===== config.mk =====
export PLATFORM = sky130hd
export DESIGN_NAME = ctu_top
export DESIGN_NICKNAME = d
export VERILOG_FILES = /design/src/verilog/ctu_pkg.sv /design/src/verilog/ctu_top.sv
export SDC_FILE = /design/constraint.sdc
export NUM_CORES = 1
export LEC_CHECK = 0
export BUFFER_PORTS_ARGS = -buffer_cell sky130_fd_sc_hd__buf_2
export CORE_MARGIN = 2
export CORE_UTILIZATION = 49
export DETAILED_ROUTE_END_ITERATION = 10
export GPL_TIMING_DRIVEN = 0
export PLACE_DENSITY = 0.79
export SLEW_MARGIN = 30
export SYNTH_ARGS = -nofsm -noshare
export SYNTH_HDL_FRONTEND = slang
export SYNTH_SLANG_ARGS = --single-unit

===== constraint.sdc =====
create_clock -name clk_i -period 2.68 [get_ports clk_i]
set_input_delay 0.134 -clock clk_i [delete_from_list [all_inputs] [get_ports clk_i]]
set_output_delay 0.134 -clock clk_i [all_outputs]
set_load 0.05 [all_outputs]

===== src/verilog/ctu_pkg.sv =====
// package: register map, field positions and types of the charge time unit
package ctu_pkg;

	// ==========================================================
	// register offsets (byte addresses on the bus)
	localparam logic [11:0] OFS_CONTROL = 12'h000;
	localparam logic [11:0] OFS_CURRENT = 12'h004;
	localparam logic [11:0] OFS_INT_STATUS = 12'h008;
	localparam logic [11:0] OFS_INT_MASK = 12'h00C;
	localparam logic [11:0] OFS_REF_LEVEL = 12'h010;

	// ==========================================================
	// control register field positions
	localparam int BIT_MODULE_ENABLE = 15;
	localparam int BIT_IDLE_STOP = 13;
	localparam int BIT_DELAY_GEN = 12;
	localparam int BIT_EDGE_GATE = 11;
	localparam int BIT_SEQUENCE = 10;
	localparam int BIT_DISCHARGE = 9;
	localparam int BIT_TRIGGER = 8;
	localparam int BIT_EDGE2_POL = 7;
	localparam int BIT_EDGE2_SRC_LO = 5;
	localparam int BIT_EDGE1_POL = 4;
	localparam int BIT_EDGE1_SRC_LO = 2;
	localparam int BIT_EDGE2_STATUS = 1;
	localparam int BIT_EDGE1_STATUS = 0;

	// current register field positions
	localparam int BIT_TRIM_LO = 10;
	localparam int BIT_RANGE_LO = 8;

	// writable bit masks; bit 14 of control and bits 7-0 of current read 0
	localparam logic [15:0] CONTROL_MASK = 16'hBFFF;
	localparam logic [15:0] CURRENT_MASK = 16'hFF00;

	// reset values
	localparam logic [15:0] CONTROL_RESET = 16'h0000;
	localparam logic [15:0] CURRENT_RESET = 16'h0000;
	localparam logic [3:0] REF_RESET = 4'h0;
	localparam logic [2:0] INT_RESET = 3'h0;

	// interrupt status bit positions
	localparam int INT_EDGE1 = 0;
	localparam int INT_EDGE2 = 1;
	localparam int INT_PULSE = 2;

	// ==========================================================
	// edge source encodings
	typedef enum logic [1:0] {
		CTU_SRC_TIMER   = 2'h0,
		CTU_SRC_COMPARE = 2'h1,
		CTU_SRC_PIN_B   = 2'h2,
		CTU_SRC_PIN_A   = 2'h3
	} ctu_src_t;

	// current range encodings
	typedef enum logic [1:0] {
		CTU_RNG_OFF  = 2'h0,
		CTU_RNG_X1   = 2'h1,
		CTU_RNG_X10  = 2'h2,
		CTU_RNG_X100 = 2'h3
	} ctu_range_t;

	// edge source inputs, all synchronous to the system clock
	typedef struct packed {
		logic timer;
		logic compare;
		logic pin_b;
		logic pin_a;
	} ctu_edge_in_t;

	// controls for the analog current source and comparator
	typedef struct packed {
		logic       source_on;
		logic [1:0] range;
		logic [5:0] trim;
		logic       grounded;
		logic       to_comp_b;
		logic [3:0] ref_level;
	} ctu_analog_t;

endpackage : ctu_pkg


===== src/verilog/ctu_top.sv =====
// charge time unit: edge control, status, pulse and apb register file
// Summary of operation
// - edge detection, pulses, trigger and current source run only while module enable bit 15 is set
// - idle stop bit 13 halts the unit during device idle
// - delay generation bit 12 enables edge delay pulse mode
// - delay mode: source to comparator b, charge on edge, pulse on trip
// - edge gate bit 11 clear blocks all edges
// - sequence bit 10 makes edge 2 wait for edge 1
// - discharge bit 9 grounds the current source output
// - trigger output driven only while trigger bit 8 is set
// - polarity bits 7 and 4: 1 rising, 0 falling
// - source fields: 11 pin a, 10 pin b, 01 compare, 00 timer
// - status bits 1 and 0 show edge 2 and edge 1 occurred
// - output pulse spans the time between edge 1 and edge 2
// - six bit signed trim in current bits 15-10
// - range bits 9-8: 100x, 10x, 1x, off
// - 4-bit reference level picks one of 16 trip points
//
// Local design decisions: the APB interface to the registers and the address map.
`timescale 1ns/100ps
`default_nettype none

module ctu_top (
	input  wire logic                  clk_i,
	input  wire logic                  rstn_i,
	input  wire logic                  psel_i,
	input  wire logic                  penable_i,
	input  wire logic                  pwrite_i,
	input  wire logic [11:0]           paddr_i,
	input  wire logic [31:0]           pwdata_i,
	output logic      [31:0]           prdata_o,
	output logic                       pready_o,
	output logic                       pslverr_o,
	input  wire ctu_pkg::ctu_edge_in_t edges_i,
	input  wire logic                  idle_i,
	input  wire logic                  comp_trip_i,
	output ctu_pkg::ctu_analog_t       analog_o,
	output logic                       pulse_o,
	output logic                       trigger_o,
	output logic                       delayed_pulse_output_o,
	output logic                       irq_o
);

	// ==========================================================
	// registers
	logic [15:0]          control;
	logic [15:0]          current;
	logic [3:0]           ref_level;
	logic [2:0]           int_status;
	logic [2:0]           int_mask;
	ctu_pkg::ctu_edge_in_t edges_q;
	logic                 trip_q;
	logic                 charging;
	logic [2:0]           next_int_status;
	logic [2:0]           next_int_mask;

	// ==========================================================
	// edge selection and detection
	function automatic logic pick(input ctu_pkg::ctu_edge_in_t e, input logic [1:0] s);
		case (s)
			ctu_pkg::CTU_SRC_PIN_A:   pick = e.pin_a;
			ctu_pkg::CTU_SRC_PIN_B:   pick = e.pin_b;
			ctu_pkg::CTU_SRC_COMPARE: pick = e.compare;
			default:                  pick = e.timer;
		endcase
	endfunction : pick

	logic       running;
	logic [1:0] sel_now;
	logic [1:0] sel_old;
	logic [1:0] pol;
	logic [1:0] hit;
	logic       wr_ok;
	logic       rd_ok;
	logic       sel_ctl;
	logic       sel_cur;
	logic       sel_int;
	logic       sel_msk;
	logic       sel_ref;

	assign running = control[ctu_pkg::BIT_MODULE_ENABLE]
		&& !(control[ctu_pkg::BIT_IDLE_STOP] && idle_i);
	assign pol[0] = control[ctu_pkg::BIT_EDGE1_POL];
	assign pol[1] = control[ctu_pkg::BIT_EDGE2_POL];

	genvar g;
	generate
		for (g = 0; g < 2; g++) begin : g_edge
			localparam int LO = (g == 0) ? ctu_pkg::BIT_EDGE1_SRC_LO : ctu_pkg::BIT_EDGE2_SRC_LO;
			assign sel_now[g] = pick(edges_i, control[LO+1:LO]);
			assign sel_old[g] = pick(edges_q, control[LO+1:LO]);
			// rising when polarity 1, falling when 0
			assign hit[g] = pol[g] ? (sel_now[g] && !sel_old[g])
				: (!sel_now[g] && sel_old[g]);
		end
	endgenerate

	logic edge1_ev;
	logic edge2_ev;
	assign edge1_ev = running && control[ctu_pkg::BIT_EDGE_GATE] && hit[0];
	assign edge2_ev = running && control[ctu_pkg::BIT_EDGE_GATE] && hit[1]
		&& (!control[ctu_pkg::BIT_SEQUENCE] || control[ctu_pkg::BIT_EDGE1_STATUS]
			|| edge1_ev);

	always_ff @(posedge clk_i) begin
		if (!rstn_i) begin
			edges_q <= '0;
			trip_q  <= 1'b0;
		end else begin
			edges_q <= edges_i;
			trip_q  <= comp_trip_i;
		end
	end

	// ==========================================================
	// apb decode
	assign sel_ctl = paddr_i == ctu_pkg::OFS_CONTROL;
	assign sel_cur = paddr_i == ctu_pkg::OFS_CURRENT;
	assign sel_int = paddr_i == ctu_pkg::OFS_INT_STATUS;
	assign sel_msk = paddr_i == ctu_pkg::OFS_INT_MASK;
	assign sel_ref = paddr_i == ctu_pkg::OFS_REF_LEVEL;
	assign wr_ok = psel_i && penable_i && pwrite_i;
	assign rd_ok = psel_i && penable_i && !pwrite_i;
	assign pready_o = 1'b1;
	assign pslverr_o = psel_i && penable_i
		&& !(sel_ctl || sel_cur || sel_int || sel_msk || sel_ref);

	// register word as seen on the bus; upper half and unmapped words read 0
	function automatic logic [31:0] read_word(
		input logic [11:0] a,
		input logic [15:0] ctl,
		input logic [15:0] cur,
		input logic [2:0]  sts,
		input logic [2:0]  msk,
		input logic [3:0]  lvl
	);
		read_word = 32'h0000_0000;
		case (a)
			ctu_pkg::OFS_CONTROL:    read_word[15:0] = ctl;
			ctu_pkg::OFS_CURRENT:    read_word[15:0] = cur;
			ctu_pkg::OFS_INT_STATUS: read_word[2:0]  = sts;
			ctu_pkg::OFS_INT_MASK:   read_word[2:0]  = msk;
			ctu_pkg::OFS_REF_LEVEL:  read_word[3:0]  = lvl;
			default:                 read_word       = 32'h0000_0000;
		endcase
	endfunction : read_word

	// ==========================================================
	// control register with hardware-set status bits
	always_ff @(posedge clk_i) begin
		if (!rstn_i) begin
			control <= ctu_pkg::CONTROL_RESET;
		end else begin
			if (wr_ok && sel_ctl) begin
				control <= pwdata_i[15:0] & ctu_pkg::CONTROL_MASK;
			end
			// status set wins over a software write of 0
			if (edge1_ev) begin
				control[ctu_pkg::BIT_EDGE1_STATUS] <= 1'b1;
			end
			if (edge2_ev) begin
				control[ctu_pkg::BIT_EDGE2_STATUS] <= 1'b1;
			end
		end
	end

	always_ff @(posedge clk_i) begin
		if (!rstn_i) begin
			current   <= ctu_pkg::CURRENT_RESET;
			ref_level <= ctu_pkg::REF_RESET;
		end else begin
			if (wr_ok && sel_cur) begin
				current <= pwdata_i[15:0] & ctu_pkg::CURRENT_MASK;
			end
			if (wr_ok && sel_ref) begin
				ref_level <= pwdata_i[3:0];
			end
		end
	end

	// ==========================================================
	// measurement pulse: opens on edge 1, closes on edge 2
	always_ff @(posedge clk_i) begin
		if (!rstn_i) begin
			pulse_o <= 1'b0;
		end else if (!running || control[ctu_pkg::BIT_DELAY_GEN]) begin
			pulse_o <= 1'b0;
		end else if (edge2_ev) begin
			pulse_o <= 1'b0;
		end else if (edge1_ev) begin
			pulse_o <= 1'b1;
		end
	end

	// ==========================================================
	// delay generation: charge from edge 1 until comparator trips
	always_ff @(posedge clk_i) begin
		if (!rstn_i) begin
			charging               <= 1'b0;
			delayed_pulse_output_o <= 1'b0;
		end else if (!running || !control[ctu_pkg::BIT_DELAY_GEN]) begin
			charging               <= 1'b0;
			delayed_pulse_output_o <= 1'b0;
		end else begin
			if (edge1_ev) begin
				charging               <= 1'b1;
				delayed_pulse_output_o <= 1'b0;
			end else if (charging && trip_q) begin
				charging               <= 1'b0;
				delayed_pulse_output_o <= 1'b1;
			end
		end
	end

	// trigger follows the measurement pulse, or the charging phase in delay mode
	always_ff @(posedge clk_i) begin
		if (!rstn_i) begin
			trigger_o <= 1'b0;
		end else begin
			trigger_o <= control[ctu_pkg::BIT_TRIGGER] && running
				&& (control[ctu_pkg::BIT_DELAY_GEN] ? (edge1_ev || charging)
					: (edge1_ev || pulse_o) && !edge2_ev);
		end
	end

	// ==========================================================
	// analog controls
	always_ff @(posedge clk_i) begin
		if (!rstn_i) begin
			analog_o <= '0;
		end else begin
			analog_o.range     <= current[ctu_pkg::BIT_RANGE_LO+1:ctu_pkg::BIT_RANGE_LO];
			analog_o.trim      <= current[ctu_pkg::BIT_TRIM_LO+5:ctu_pkg::BIT_TRIM_LO];
			analog_o.source_on <= running
				&& current[ctu_pkg::BIT_RANGE_LO+1:ctu_pkg::BIT_RANGE_LO] != ctu_pkg::CTU_RNG_OFF
				&& (control[ctu_pkg::BIT_DELAY_GEN] ? charging : pulse_o || edge1_ev);
			analog_o.grounded  <= control[ctu_pkg::BIT_DISCHARGE];
			analog_o.to_comp_b <= control[ctu_pkg::BIT_DELAY_GEN];
			analog_o.ref_level <= ref_level;
		end
	end

	// ==========================================================
	// interrupts: sticky, cleared by read, set wins
	logic [2:0] events;
	assign events = {(charging && trip_q), edge2_ev, edge1_ev};

	// a read clears only the bits it returned, so an event in the access cycle is kept
	always_comb begin
		next_int_status = int_status;
		if (rd_ok && sel_int) begin
			next_int_status = int_status & ~prdata_o[2:0];
		end
		next_int_status = next_int_status | events;
		next_int_mask = int_mask;
		if (wr_ok && sel_msk) begin
			next_int_mask = pwdata_i[2:0];
		end
	end

	always_ff @(posedge clk_i) begin
		if (!rstn_i) begin
			int_status <= ctu_pkg::INT_RESET;
			int_mask   <= ctu_pkg::INT_RESET;
		end else begin
			int_status <= next_int_status;
			int_mask   <= next_int_mask;
		end
	end

	// level interrupt follows the status it will hold, with no extra cycle of lag
	always_ff @(posedge clk_i) begin
		if (!rstn_i) begin
			irq_o <= 1'b0;
		end else begin
			irq_o <= |(next_int_status & next_int_mask);
		end
	end

	// ==========================================================
	// read data: captured in the setup cycle, stands through the access phase
	always_ff @(posedge clk_i) begin
		if (!rstn_i) begin
			prdata_o <= 32'h0000_0000;
		end else if (psel_i && !penable_i && !pwrite_i) begin
			prdata_o <= read_word(paddr_i, control, current, int_status, int_mask, ref_level);
		end else begin
			prdata_o <= 32'h0000_0000;
		end
	end

endmodule : ctu_top

`default_nettype wire


**Yosys cells after proc, flatten, opt, wreduce, memory -nomap -nowiden**

Cells that the tools add are included.

- Eq/ne operators: 10
- Muxes and demuxes: 18
- Bitwise operators: 5
- Reduce and logical (&&, ||, !) cells: 59

Operator list:

| cell | number |
|---|---|
| logical AND 1 bit | 27 |
| == test 12 x 4 -> 1 bit, second input constant | 2 |
| case mux 12 bit (2 select lines) | 1 |
| == test 12 x 3 -> 1 bit, second input constant | 1 |
| == test 12 x 5 -> 1 bit, second input constant | 1 |
| logical NOT 1 bit | 12 |
| logical NOT 12 bit | 1 |
| case mux 1 bit (3 select lines) | 4 |
| case mux 3 bit (4 select lines) | 1 |
| logical OR 1 bit | 10 |
| OR reduction 3 bit | 3 |
| == test 2 bit, second input constant | 4 |
| two-way mux 1 bit | 8 |
| nonzero test 2 bit | 4 |
| AND 3 bit | 2 |
| two-way mux 3 bit | 2 |
| == test 2 x 1 -> 1 bit, second input constant | 2 |
| NOT 3 bit | 1 |
| OR 3 bit | 1 |
| two-way mux 2 bit | 1 |
| case mux 1 bit (2 select lines) | 1 |
| AND reduction 2 bit | 1 |
| OR reduction 2 bit | 1 |
| NOT 1 bit | 1 |

- Register bits: 90
- Logic and storage cells: 117

**Longest topological paths before layout**

Gate-level depths: netlist (run 1).

- Depth after elaboration: 12
- Gate-level depth with buffers: 7
- Depth with buffers taken out: 6

**Least setup slack after synthesis (run 1)**

OpenSTA, ideal clock, no wires.

- Path kind: flip-flop to flip-flop
- Start point: reg control[5]
- End point: reg irq_o
- Setup time: 0.079 ns
- Arrival: 1.945 ns
- Required time: 2.601 ns
- Setup slack: 0.657 ns
- Stages on the path, launching flop included: 8
- Buffers on the path: 1
- Cell sequence: dfxtp_1 -> buf_6 -> mux2_4 -> or2_0 -> mux4_2 -> a311o_1 -> a21boi_1 -> o221ai_2

- Word-level cells in the longest chain between the ends: 10

RTL lines:

| what | RTL line | text |
|---|---|---|
| start: declaration | ctu_top.sv:46 | `logic [15:0] control;` |
| start signal: assignment | ctu_top.sv:152 | `control <= ctu_pkg::CONTROL_RESET;` |
| start signal: assignment | ctu_top.sv:155 | `control <= pwdata_i[15:0] & ctu_pkg::CONTROL_MASK;` |
| == test 2 x 1 -> 1 bit / == test 2 bit (equally long branches) | ctu_top.sv:60 | `case (s)` |
| case mux 1 bit (3 select lines) | ctu_top.sv:60 |  |
| logical NOT 1 bit, on equally long branches | ctu_top.sv:94, ctu_top.sv:93 |  |
| logical AND 1 bit, on equally long branches | ctu_top.sv:94, ctu_top.sv:93 |  |
| two-way mux 1 bit * | ctu_top.sv:93 | `assign hit[g] = pol[g] ? (sel_now[g] && !sel_old[g])` |
| logical AND 1 bit * | ctu_top.sv:101 | `assign edge2_ev = running && control[ctu_pkg::BIT_EDGE_GATE] && hit[1]` |
| logical AND 1 bit * | ctu_top.sv:102 | `&& (!control[ctu_pkg::BIT_SEQUENCE] \|\| control[ctu_pkg::BIT_EDGE1_STATUS]` |
| OR 3 bit * | ctu_top.sv:254 | `next_int_status = next_int_status \| events;` |
| AND 3 bit * | ctu_top.sv:276 | `irq_o <= \|(next_int_status & next_int_mask);` |
| OR reduction 3 bit * | ctu_top.sv:276 |  |
| end signal: assignment | ctu_top.sv:276 |  |
| end: declaration | ctu_top.sv:41 | `output logic irq_o` |

Mark *: on every way between the ends. The rest lies on a longest branch, timed or not.
A chain may end at the register's enable or synchronous reset.

**Worst setup path after layout (run 1)**

- Start point: reg control[4]
- End point: reg trigger_o

- Word-level cells in the longest chain between the ends: 8

RTL lines:

| what | RTL line | text |
|---|---|---|
| two-way mux 1 bit * | ctu_top.sv:93 |  |
| logical AND 1 bit * | ctu_top.sv:100 | `assign edge1_ev = running && control[ctu_pkg::BIT_EDGE_GATE] && hit[0];` |
| logical OR 1 bit | ctu_top.sv:103 | `\|\| edge1_ev);` |
| logical AND 1 bit | ctu_top.sv:102 |  |
| logical NOT 1 bit | ctu_top.sv:222 | `: (edge1_ev \|\| pulse_o) && !edge2_ev);` |
| logical AND 1 bit | ctu_top.sv:222 |  |
| two-way mux 1 bit * | ctu_top.sv:221 | `&& (control[ctu_pkg::BIT_DELAY_GEN] ? (edge1_ev \|\| charging)` |
| logical AND 1 bit * | ctu_top.sv:221 |  |
| end signal: assignment | ctu_top.sv:220 | `trigger_o <= control[ctu_pkg::BIT_TRIGGER] && running` |
| end: declaration | ctu_top.sv:39 | `output logic trigger_o,` |

Marks and branches as above.

==> results by group, run 1 <==
Routing
  • Post-DR wirelength/cell: 14.0 um
  • Vias/cell: 5.24
  • Remaining DRCs: 0
  • Router iterations before antenna repair: 5
  • Via count: 2,674
  • Remaining antenna violation count: 0
  • DRT iter0 DRCs: 178
  • Total routed wirelength: 7140 um

Timing
  • Worst hold slack: 0.0342 ns
  • Final worst path period share: 0.859
  • Min Tclk post-route: 2.30 ns
  • Fin. max-slew vios: 0
  • Max Clock Freq: 435 MHz
  • Tightest Pin Transition: 0.665 ns
  • Final hold vios: 0
  • Clk_skew: 0.00609 ns
  • Setup violations, final: 0
  • TNS Setup: 0 ns
  • Slew Limit Headroom: 0.550
  • RSZ-0062 raised after global routing: no

Placement
  • Dpl hpwl: 5180 um
  • GPL Wtd Cong: 0.836
  • Port bufs: 73

Hold path
  • HP Start: edges_i[2]
  • Min-delay worst type: primary input to flip-flop
  • Hold Path Sink: edges_q[2]$_SDFF_PN0_
  • Worst hold stages: 2

Global routing
  • Grt total ovfl: 0
  • Initial antenna violation count: 0
  • All-Layer GR Usage: 0.208
  • First-pass GRT wire length: 11,400 um
  • Vias in the first global route: 2,370
  • Largest net degree at the start of global routing: 13

Clock network
  • TritonCTS clock tree: built
  • Num CTS Buffers: 9
  • CTS hold repair buffers: 1
  • Worst-path clk slew: 0.07 ns
  • Post_cts resized: 0
  • Post-CTS setup buffers: 0
  • Max Root-Sink Buffers: 2
  • H-tree levels: 3
  • Root cell of the clock tree: clkbuf_8
  • Worst skew pair latency: 0.35 ns
  • TritonCTS Sinks: 74

Setup path
  • Critical R2R Launch: control[4]$_SDFFE_PN0P_
  • Startpoint types: flip-flop
  • RR Endpoint: trigger_o$_SDFF_PN0_
  • FF-to-FF setup slack: 0.38 ns
  • Worst path arrival time: 2.56 ns
  • Cell chain of the critical path: clkbuf_1 > or3b_2 > o2111ai_1 > nand4_1 > nor2_1 > o21ai_0 > a211oi_1
  • CP max-delay cell: or3b_2
  • Crit. End Element: flip-flop
  • Family with the most delay on the worst path: simple AND/OR/NAND/NOR gates
  • CP Class: flip-flop to flip-flop
  • Buf/Inv on CP: 1
  • Biggest cell delay along the critical path: 0.51 ns
  • CP Max Fanout: 10
  • Worst Reg-to-Reg Cells: 7
  • Req. time, crit path: 2.94 ns

Logic synthesis
  • Post-Synthesis Cell Area: 0.00305 mm^2
  • Register area share after synthesis: 0.486
  • Post-synthesis cell count: 330
  • Unique masters post-synth: 47
  • Mean area per synthesized cell: 9.23 um^2
  • Yosys reg bits: 74
  • Ys Warns: 0

Finish
  • Most frequent cells in the layout: buf_2, dfxtp_1, nand2_1
  • Layout Utilization: 0.637
  • Ratio of cells with drive above 1 in the final layout: 0.283
  • Ant. Diodes: 0
  • Most common cell after layout, fill and taps aside: buf_2
  • Number of fill cells: 509
  • Layout Nets: 485
  • Area delta synth->final: 24.6%

Die
  • Core ar.: 0.00596 mm^2
  • Row count: 28
  • Die Area: 0.00686 mm^2
  • Starting Density: 0.511
  • IO Count: 108
  • Die H: 82.8 um
  • Die Wd: 82.8 um

Run status
  • Outcome: finished, final reports clean

Power and ir drop
  • Leak: 1.61 nW
  • PD cells: 586 mW/mm^2
  • Maximum VDD drop: 0.341 mV

Job
  • Max Cap Viol: 0
## kinds of logic (layout without fill, tap and decap cells)
kind of cell           after synthesis  count (layout)  share of synthesized area
AOI/OAI and AO/OA                   55              55                      0.139
other                                2              17                    0.00247
buffers and inverters               44             134                     0.0789
muxes                               15              15                     0.0567
and+or+nand+nor                    140             140                      0.237
DFF                                 74              74                      0.486
## Yosys cell counts (all sizes together)
library cell   n  area share
a2111o         1      0.0037
a211oi         1      0.0025
a21boi        25       0.062
a21oi          3      0.0049
a221oi         3      0.0086
a22oi          9       0.022
a311o          1      0.0033
a32oi          1      0.0029
and2          21       0.043
and3           7       0.015
and3b          1      0.0029
buf           21       0.050
clkbuf        15       0.019
conb           2      0.0025
dfxtp         74        0.49
inv            8      0.0099
mux2           5       0.020
mux2i          9       0.030
mux4           1      0.0074
nand2         36       0.044
nand2b         2      0.0041
nand3         25       0.041
nand4          3      0.0062
nor2          23       0.028
nor2b          7       0.014
nor3           6       0.012
nor4           3      0.0062
nor4b          1      0.0049
nor4bb         1      0.0033
o2111ai        2      0.0058
o211ai         1      0.0025
o21a           2      0.0049
o21ai          3      0.0049
o221ai         2      0.0078
o32a           1      0.0033
or2            1      0.0021
or3b           2      0.0058
or4bb          1      0.0037
## sequential cells by signal (all words and copies together), names as in the netlist
register	count
irq_o	1
ref_level	4
int_status	3
charging	1
pulse_o	1
analog_o	15
delayed_pulse_output_o	1
edges_q	4
prdata_o	16
int_mask	3
trigger_o	1
trip_q	1
control	15
current	8
## per-stage QoR
step | cell area, um^2 | cells | setup WS [ns] | power [mW]
after global routing | 3790 | 510 | 0.150 | 2.29
after floorplan | 3100 | 345 | 0.657 | 1.24
after detailed placement | 3560 | 493 | 0.343 | 1.30
after global placement | 3560 | 493 | 0.414 | 1.29
after CTS | 3790 | 510 | 0.380 | 2.23
final | 3790 | 510 | 0.379 | 2.22
## worst max path at each step
stage,startpoint,end,slack [ns],cells after the start
floorplan,control[5]$_SDFFE_PN0P_,irq_o$_SDFF_PN0_,0.66,7
global placement,control[4]$_SDFFE_PN0P_,trigger_o$_SDFF_PN0_,0.41,7
detailed placement,paddr_i[7],prdata_o[13]$_SDFF_PN0_,0.34,8
CTS,control[4]$_SDFFE_PN0P_,trigger_o$_SDFF_PN0_,0.38,7
global route,control[4]$_SDFFE_PN0P_,trigger_o$_SDFF_PN0_,0.15,7
finish,control[4]$_SDFFE_PN0P_,trigger_o$_SDFF_PN0_,0.38,7
## layout make-up
type / instances / area [um^2] / area share
Buffer: 36 / 210 / 0.0554
Clock buffer: 10 / 138 / 0.0363
Clock inverter: 6 / 80.1 / 0.0211
Sequential cell: 74 / 1480 / 0.390
Inverter: 8 / 30.0 / 0.00791
Multi-Input combinational cell: 227 / 1390 / 0.365
Timing Repair Buffer: 74 / 375 / 0.0989
Tap cell: 75 / 93.8 / 0.0247
## routing by layer
metal / part of all wire / up-vias / track usage
li1: - / 1304 / -
met1: 0.43 / 1236 / 0.276
met2: 0.47 / 120 / 0.325
met3: 0.078 / 14 / 0.0457
met4: 0.020 / 0 / 0.0924
met5: 0 / - / 0
## where the power goes
group	total [mW]	internal (mW)	switching, mW
Sequential	1.11	1.10	0.00359
Combinational	0.168	0.0593	0.108
Clock	0.948	0.543	0.405
Total	2.22	1.70	0.517
Note: power is estimated with default switching activity, not from simulation.
==> inputs of run 2 (changes only) <==
--- a/config.mk
+++ b/config.mk
@@ -5,9 +5,11 @@
 export SDC_FILE = /design/constraint.sdc
 export NUM_CORES = 1
 export LEC_CHECK = 0
+export ABC_AREA = 1
 export BUFFER_PORTS_ARGS = -buffer_cell sky130_fd_sc_hd__buf_2
+export CORE_ASPECT_RATIO = 1.25
 export CORE_MARGIN = 2
-export CORE_UTILIZATION = 49
+export CORE_UTILIZATION = 50
 export DETAILED_ROUTE_END_ITERATION = 10
 export GPL_TIMING_DRIVEN = 0
 export PLACE_DENSITY = 0.79
==> constraint.sdc (replaced) <==
create_clock -name clk_i -period 2.68 [get_ports clk_i]
set_input_delay 0.268 -clock clk_i [delete_from_list [all_inputs] [get_ports clk_i]]
set_output_delay 0.268 -clock clk_i [all_outputs]
set_load 0.05 [all_outputs]
==> results by group, run 2 <==
Power and ir drop
  • PD cells: 541 mW/mm^2
  • Maximum VDD drop: 0.296 mV
  • Clk pwr share: 0.405
  • Reg power frac: 0.515
  • Combinational power share: 0.080
  • Sw Share: 0.250
  • Pint: 1.61 mW
  • Switching power total: 0.538 mW
  • Leak: 1.94 nW

Global routing
  • Largest net degree at the start of global routing: 14
  • Vias in the first global route: 2,760
  • Grt total ovfl: 0
  • All-Layer GR Usage: 0.216
  • Initial antenna violation count: 0
  • First-pass GRT wire length: 12,100 um

Setup path
  • Cell chain of the critical path: buf_2 > inv_1 > nand2_1 > nor2_1 > nand2_1 > inv_1 > nand2_4 > nand4_1 > nor3_1 > buf_2
  • Critical R2R Launch: control[15]$_SDFFE_PN0P_
  • Family with the most delay on the worst path: simple AND/OR/NAND/NOR gates
  • CP Class: primary input to primary output
  • Startpoint types: primary input
  • Critical path depth: 10
  • Biggest cell delay along the critical path: 0.29 ns
  • Req. time, crit path: 2.41 ns
  • Buf/Inv on CP: 4
  • RR Endpoint: trigger_o$_SDFF_PN0_
  • Crit. End Element: primary output
  • CP Max Fanout: 7
  • Worst Reg-to-Reg Cells: 9
  • CP max-delay cell: buf_2
  • Worst path arrival time: 1.42 ns
  • CP Capture Point: pslverr_o
  • Critical path startpoint: paddr_i[0]
  • FF-to-FF setup slack: 1.00 ns

Logic synthesis
  • Post-Synthesis Cell Area: 0.00324 mm^2
  • Top-area cell type share of the netlist area: 0.457
  • Top cells by area, synth: dfxtp_1, nand2_1, inv_1, a21oi_1, nand3_1
  • EDFF count, synth: 0
  • Post-synthesis cell count: 422
  • Most common cell in the synthesized netlist: nand2_1
  • Mean area per synthesized cell: 7.68 um^2
  • Ys async rst share: 0
  • Register area share after synthesis: 0.457
  • Primary FF master, synth: dfxtp_1
  • Ys Warns: 0
  • Yosys reg bits: 74
  • Cell accounting for the most synthesized area: dfxtp_1
  • Synth top cells by count: nand2_1, dfxtp_1, inv_1
  • Unique masters post-synth: 33

Routing
  • Total routed wirelength: 7550 um
  • Remaining antenna violation count: 0
  • Router iterations before antenna repair: 4
  • Via count: 2,957
  • Remaining DRCs: 0
  • DRT iter0 DRCs: 208
  • Vias/cell: 4.84
  • Post-DR wirelength/cell: 12.3 um

Finish
  • Layout Utilization: 0.640
  • Most frequent cells in the layout: nand2_1, buf_2, dfxtp_1
  • Largest Register: prdata_o
  • Most common cell after layout, fill and taps aside: nand2_1
  • Ratio of cells with drive above 1 in the final layout: 0.266
  • Layout Nets: 576
  • Ant. Diodes: 0
  • Largest regs: prdata_o: 16 flops, analog_o: 15 flops, control: 15 flops
  • Max reg flops: 16
  • Area delta synth->final: 22.5%

Clock network
  • Worst-path clk slew: 0.08 ns
  • H-tree levels: 3
  • Post_cts resized: 0
  • TritonCTS Sinks: 74
  • Root cell of the clock tree: clkbuf_8
  • CTS hold repair buffers: 0
  • Post-CTS setup buffers: 0
  • TritonCTS clock tree: built
  • Num CTS Buffers: 9
  • Max Root-Sink Buffers: 2
  • Worst skew pair latency: 0.35 ns

Timing
  • TNS Setup: 0 ns
  • Final hold vios: 0
  • Clk_skew: 0.00956 ns
  • Tightest Pin Transition: 0.663 ns
  • Min Tclk post-route: 1.69 ns
  • Slew Limit Headroom: 0.558
  • Setup violations, final: 0
  • Final worst path period share: 0.629
  • RSZ-0062 raised after global routing: no
  • Fin. max-slew vios: 0
  • Worst hold slack: 0.0923 ns
  • Max Clock Freq: 593 MHz

Die
  • Row count: 32
  • Die Area: 0.00715 mm^2
  • Starting Density: 0.522
  • Die Wd: 76.0 um
  • Core ar.: 0.00621 mm^2
  • Die H: 94.0 um
  • IO Count: 108

Job
  • Max Cap Viol: 0

Run status
  • Outcome: finished, final reports clean

Hold path
  • Min-delay worst type: primary input to flip-flop

Placement
  • Dpl hpwl: 5650 um
  • GPL Wtd Cong: 0.924
  • Port bufs: 73
[run 2: area by class of cell]
type | instances | area, um^2
clock buffer | 10 | 138
clock inverter | 6 | 65.1
fill | 564 | 2230
tap | 85 | 106
sequential | 74 | 1480
timing repair buffer | 73 | 365
multi-input combinational | 263 | 1350
inverter | 71 | 272
buffer | 29 | 200
[run 2: through the flow]
step / std cells / power, mW / area (um^2) / setup WS (ns)
2_1_floorplan: 437 / 1.25 / 3300 / 0.534
3_3_place_gp: 595 / 1.30 / 3770 / 0.978
3_5_place_dp: 595 / 1.30 / 3770 / 0.974
4_1_cts: 611 / 2.16 / 3970 / 0.966
5_1_grt: 611 / 2.22 / 3970 / 0.843
6_report: 611 / 2.15 / 3970 / 0.994
[run 2: kinds of logic after synthesis]
kind of cell	share of synthesized area
AO/OA/AOI/OAI	0.127
flip-flops	0.457
buffers and inverters	0.146
other	0.00232
AND/OR/NAND/NOR	0.268
[run 2: worst min path at each step]
| stage | startpoint | endpoint | slack (ns) | depth (start not counted) |
|---|---|---|---|---|
| floorplan | edges_i[0] | edges_q[0]$_SDFF_PN0_ | 0.36 | 2 |
| global placement | current[14]$_SDFFE_PN0P_ | analog_o[10]$_SDFF_PN0_ | 0.41 | 2 |
| detailed placement | current[14]$_SDFFE_PN0P_ | analog_o[10]$_SDFF_PN0_ | 0.42 | 2 |
| CTS | comp_trip_i | trip_q$_SDFF_PN0_ | 0.08 | 3 |
| global route | comp_trip_i | trip_q$_SDFF_PN0_ | 0.09 | 3 |
| finish | comp_trip_i | trip_q$_SDFF_PN0_ | 0.09 | 3 |
[run 2: worst reg2reg max path, cell delays in order (launching register included)]
cell,delay (ns)
dfxtp_1,0.33
inv_1,0.05
a21oi_1,0.26
inv_1,0.16
nor2_1,0.18
nand3_2,0.22
nand2_2,0.11
nand2_2,0.09
nand2_1,0.10
a21oi_1,0.07
[run 2: power by group through the flow]
stage                     registers, mW  clock network, mW  logic (mW)
final                              1.11              0.870       0.173
after global routing               1.11              0.926       0.185
after CTS                          1.11              0.884       0.171
after detailed placement           1.13                  0       0.171
after global placement             1.13                  0       0.170
after floorplan                    1.13                  0       0.121
[run 2: metal layers]
| metal | wire (um) | part of all wire | GRT usage | vias to the layer above |
|---|---|---|---|---|
| met3 | 523 | 0.069 | 0.0452 | 20 |
| met4 | 223 | 0.030 | 0.114 | 0 |
| met2 | 3750 | 0.50 | 0.387 | 114 |
| li1 | - | - | - | 1508 |
| met5 | 0 | 0 | 0 | - |
| met1 | 3050 | 0.40 | 0.242 | 1315 |
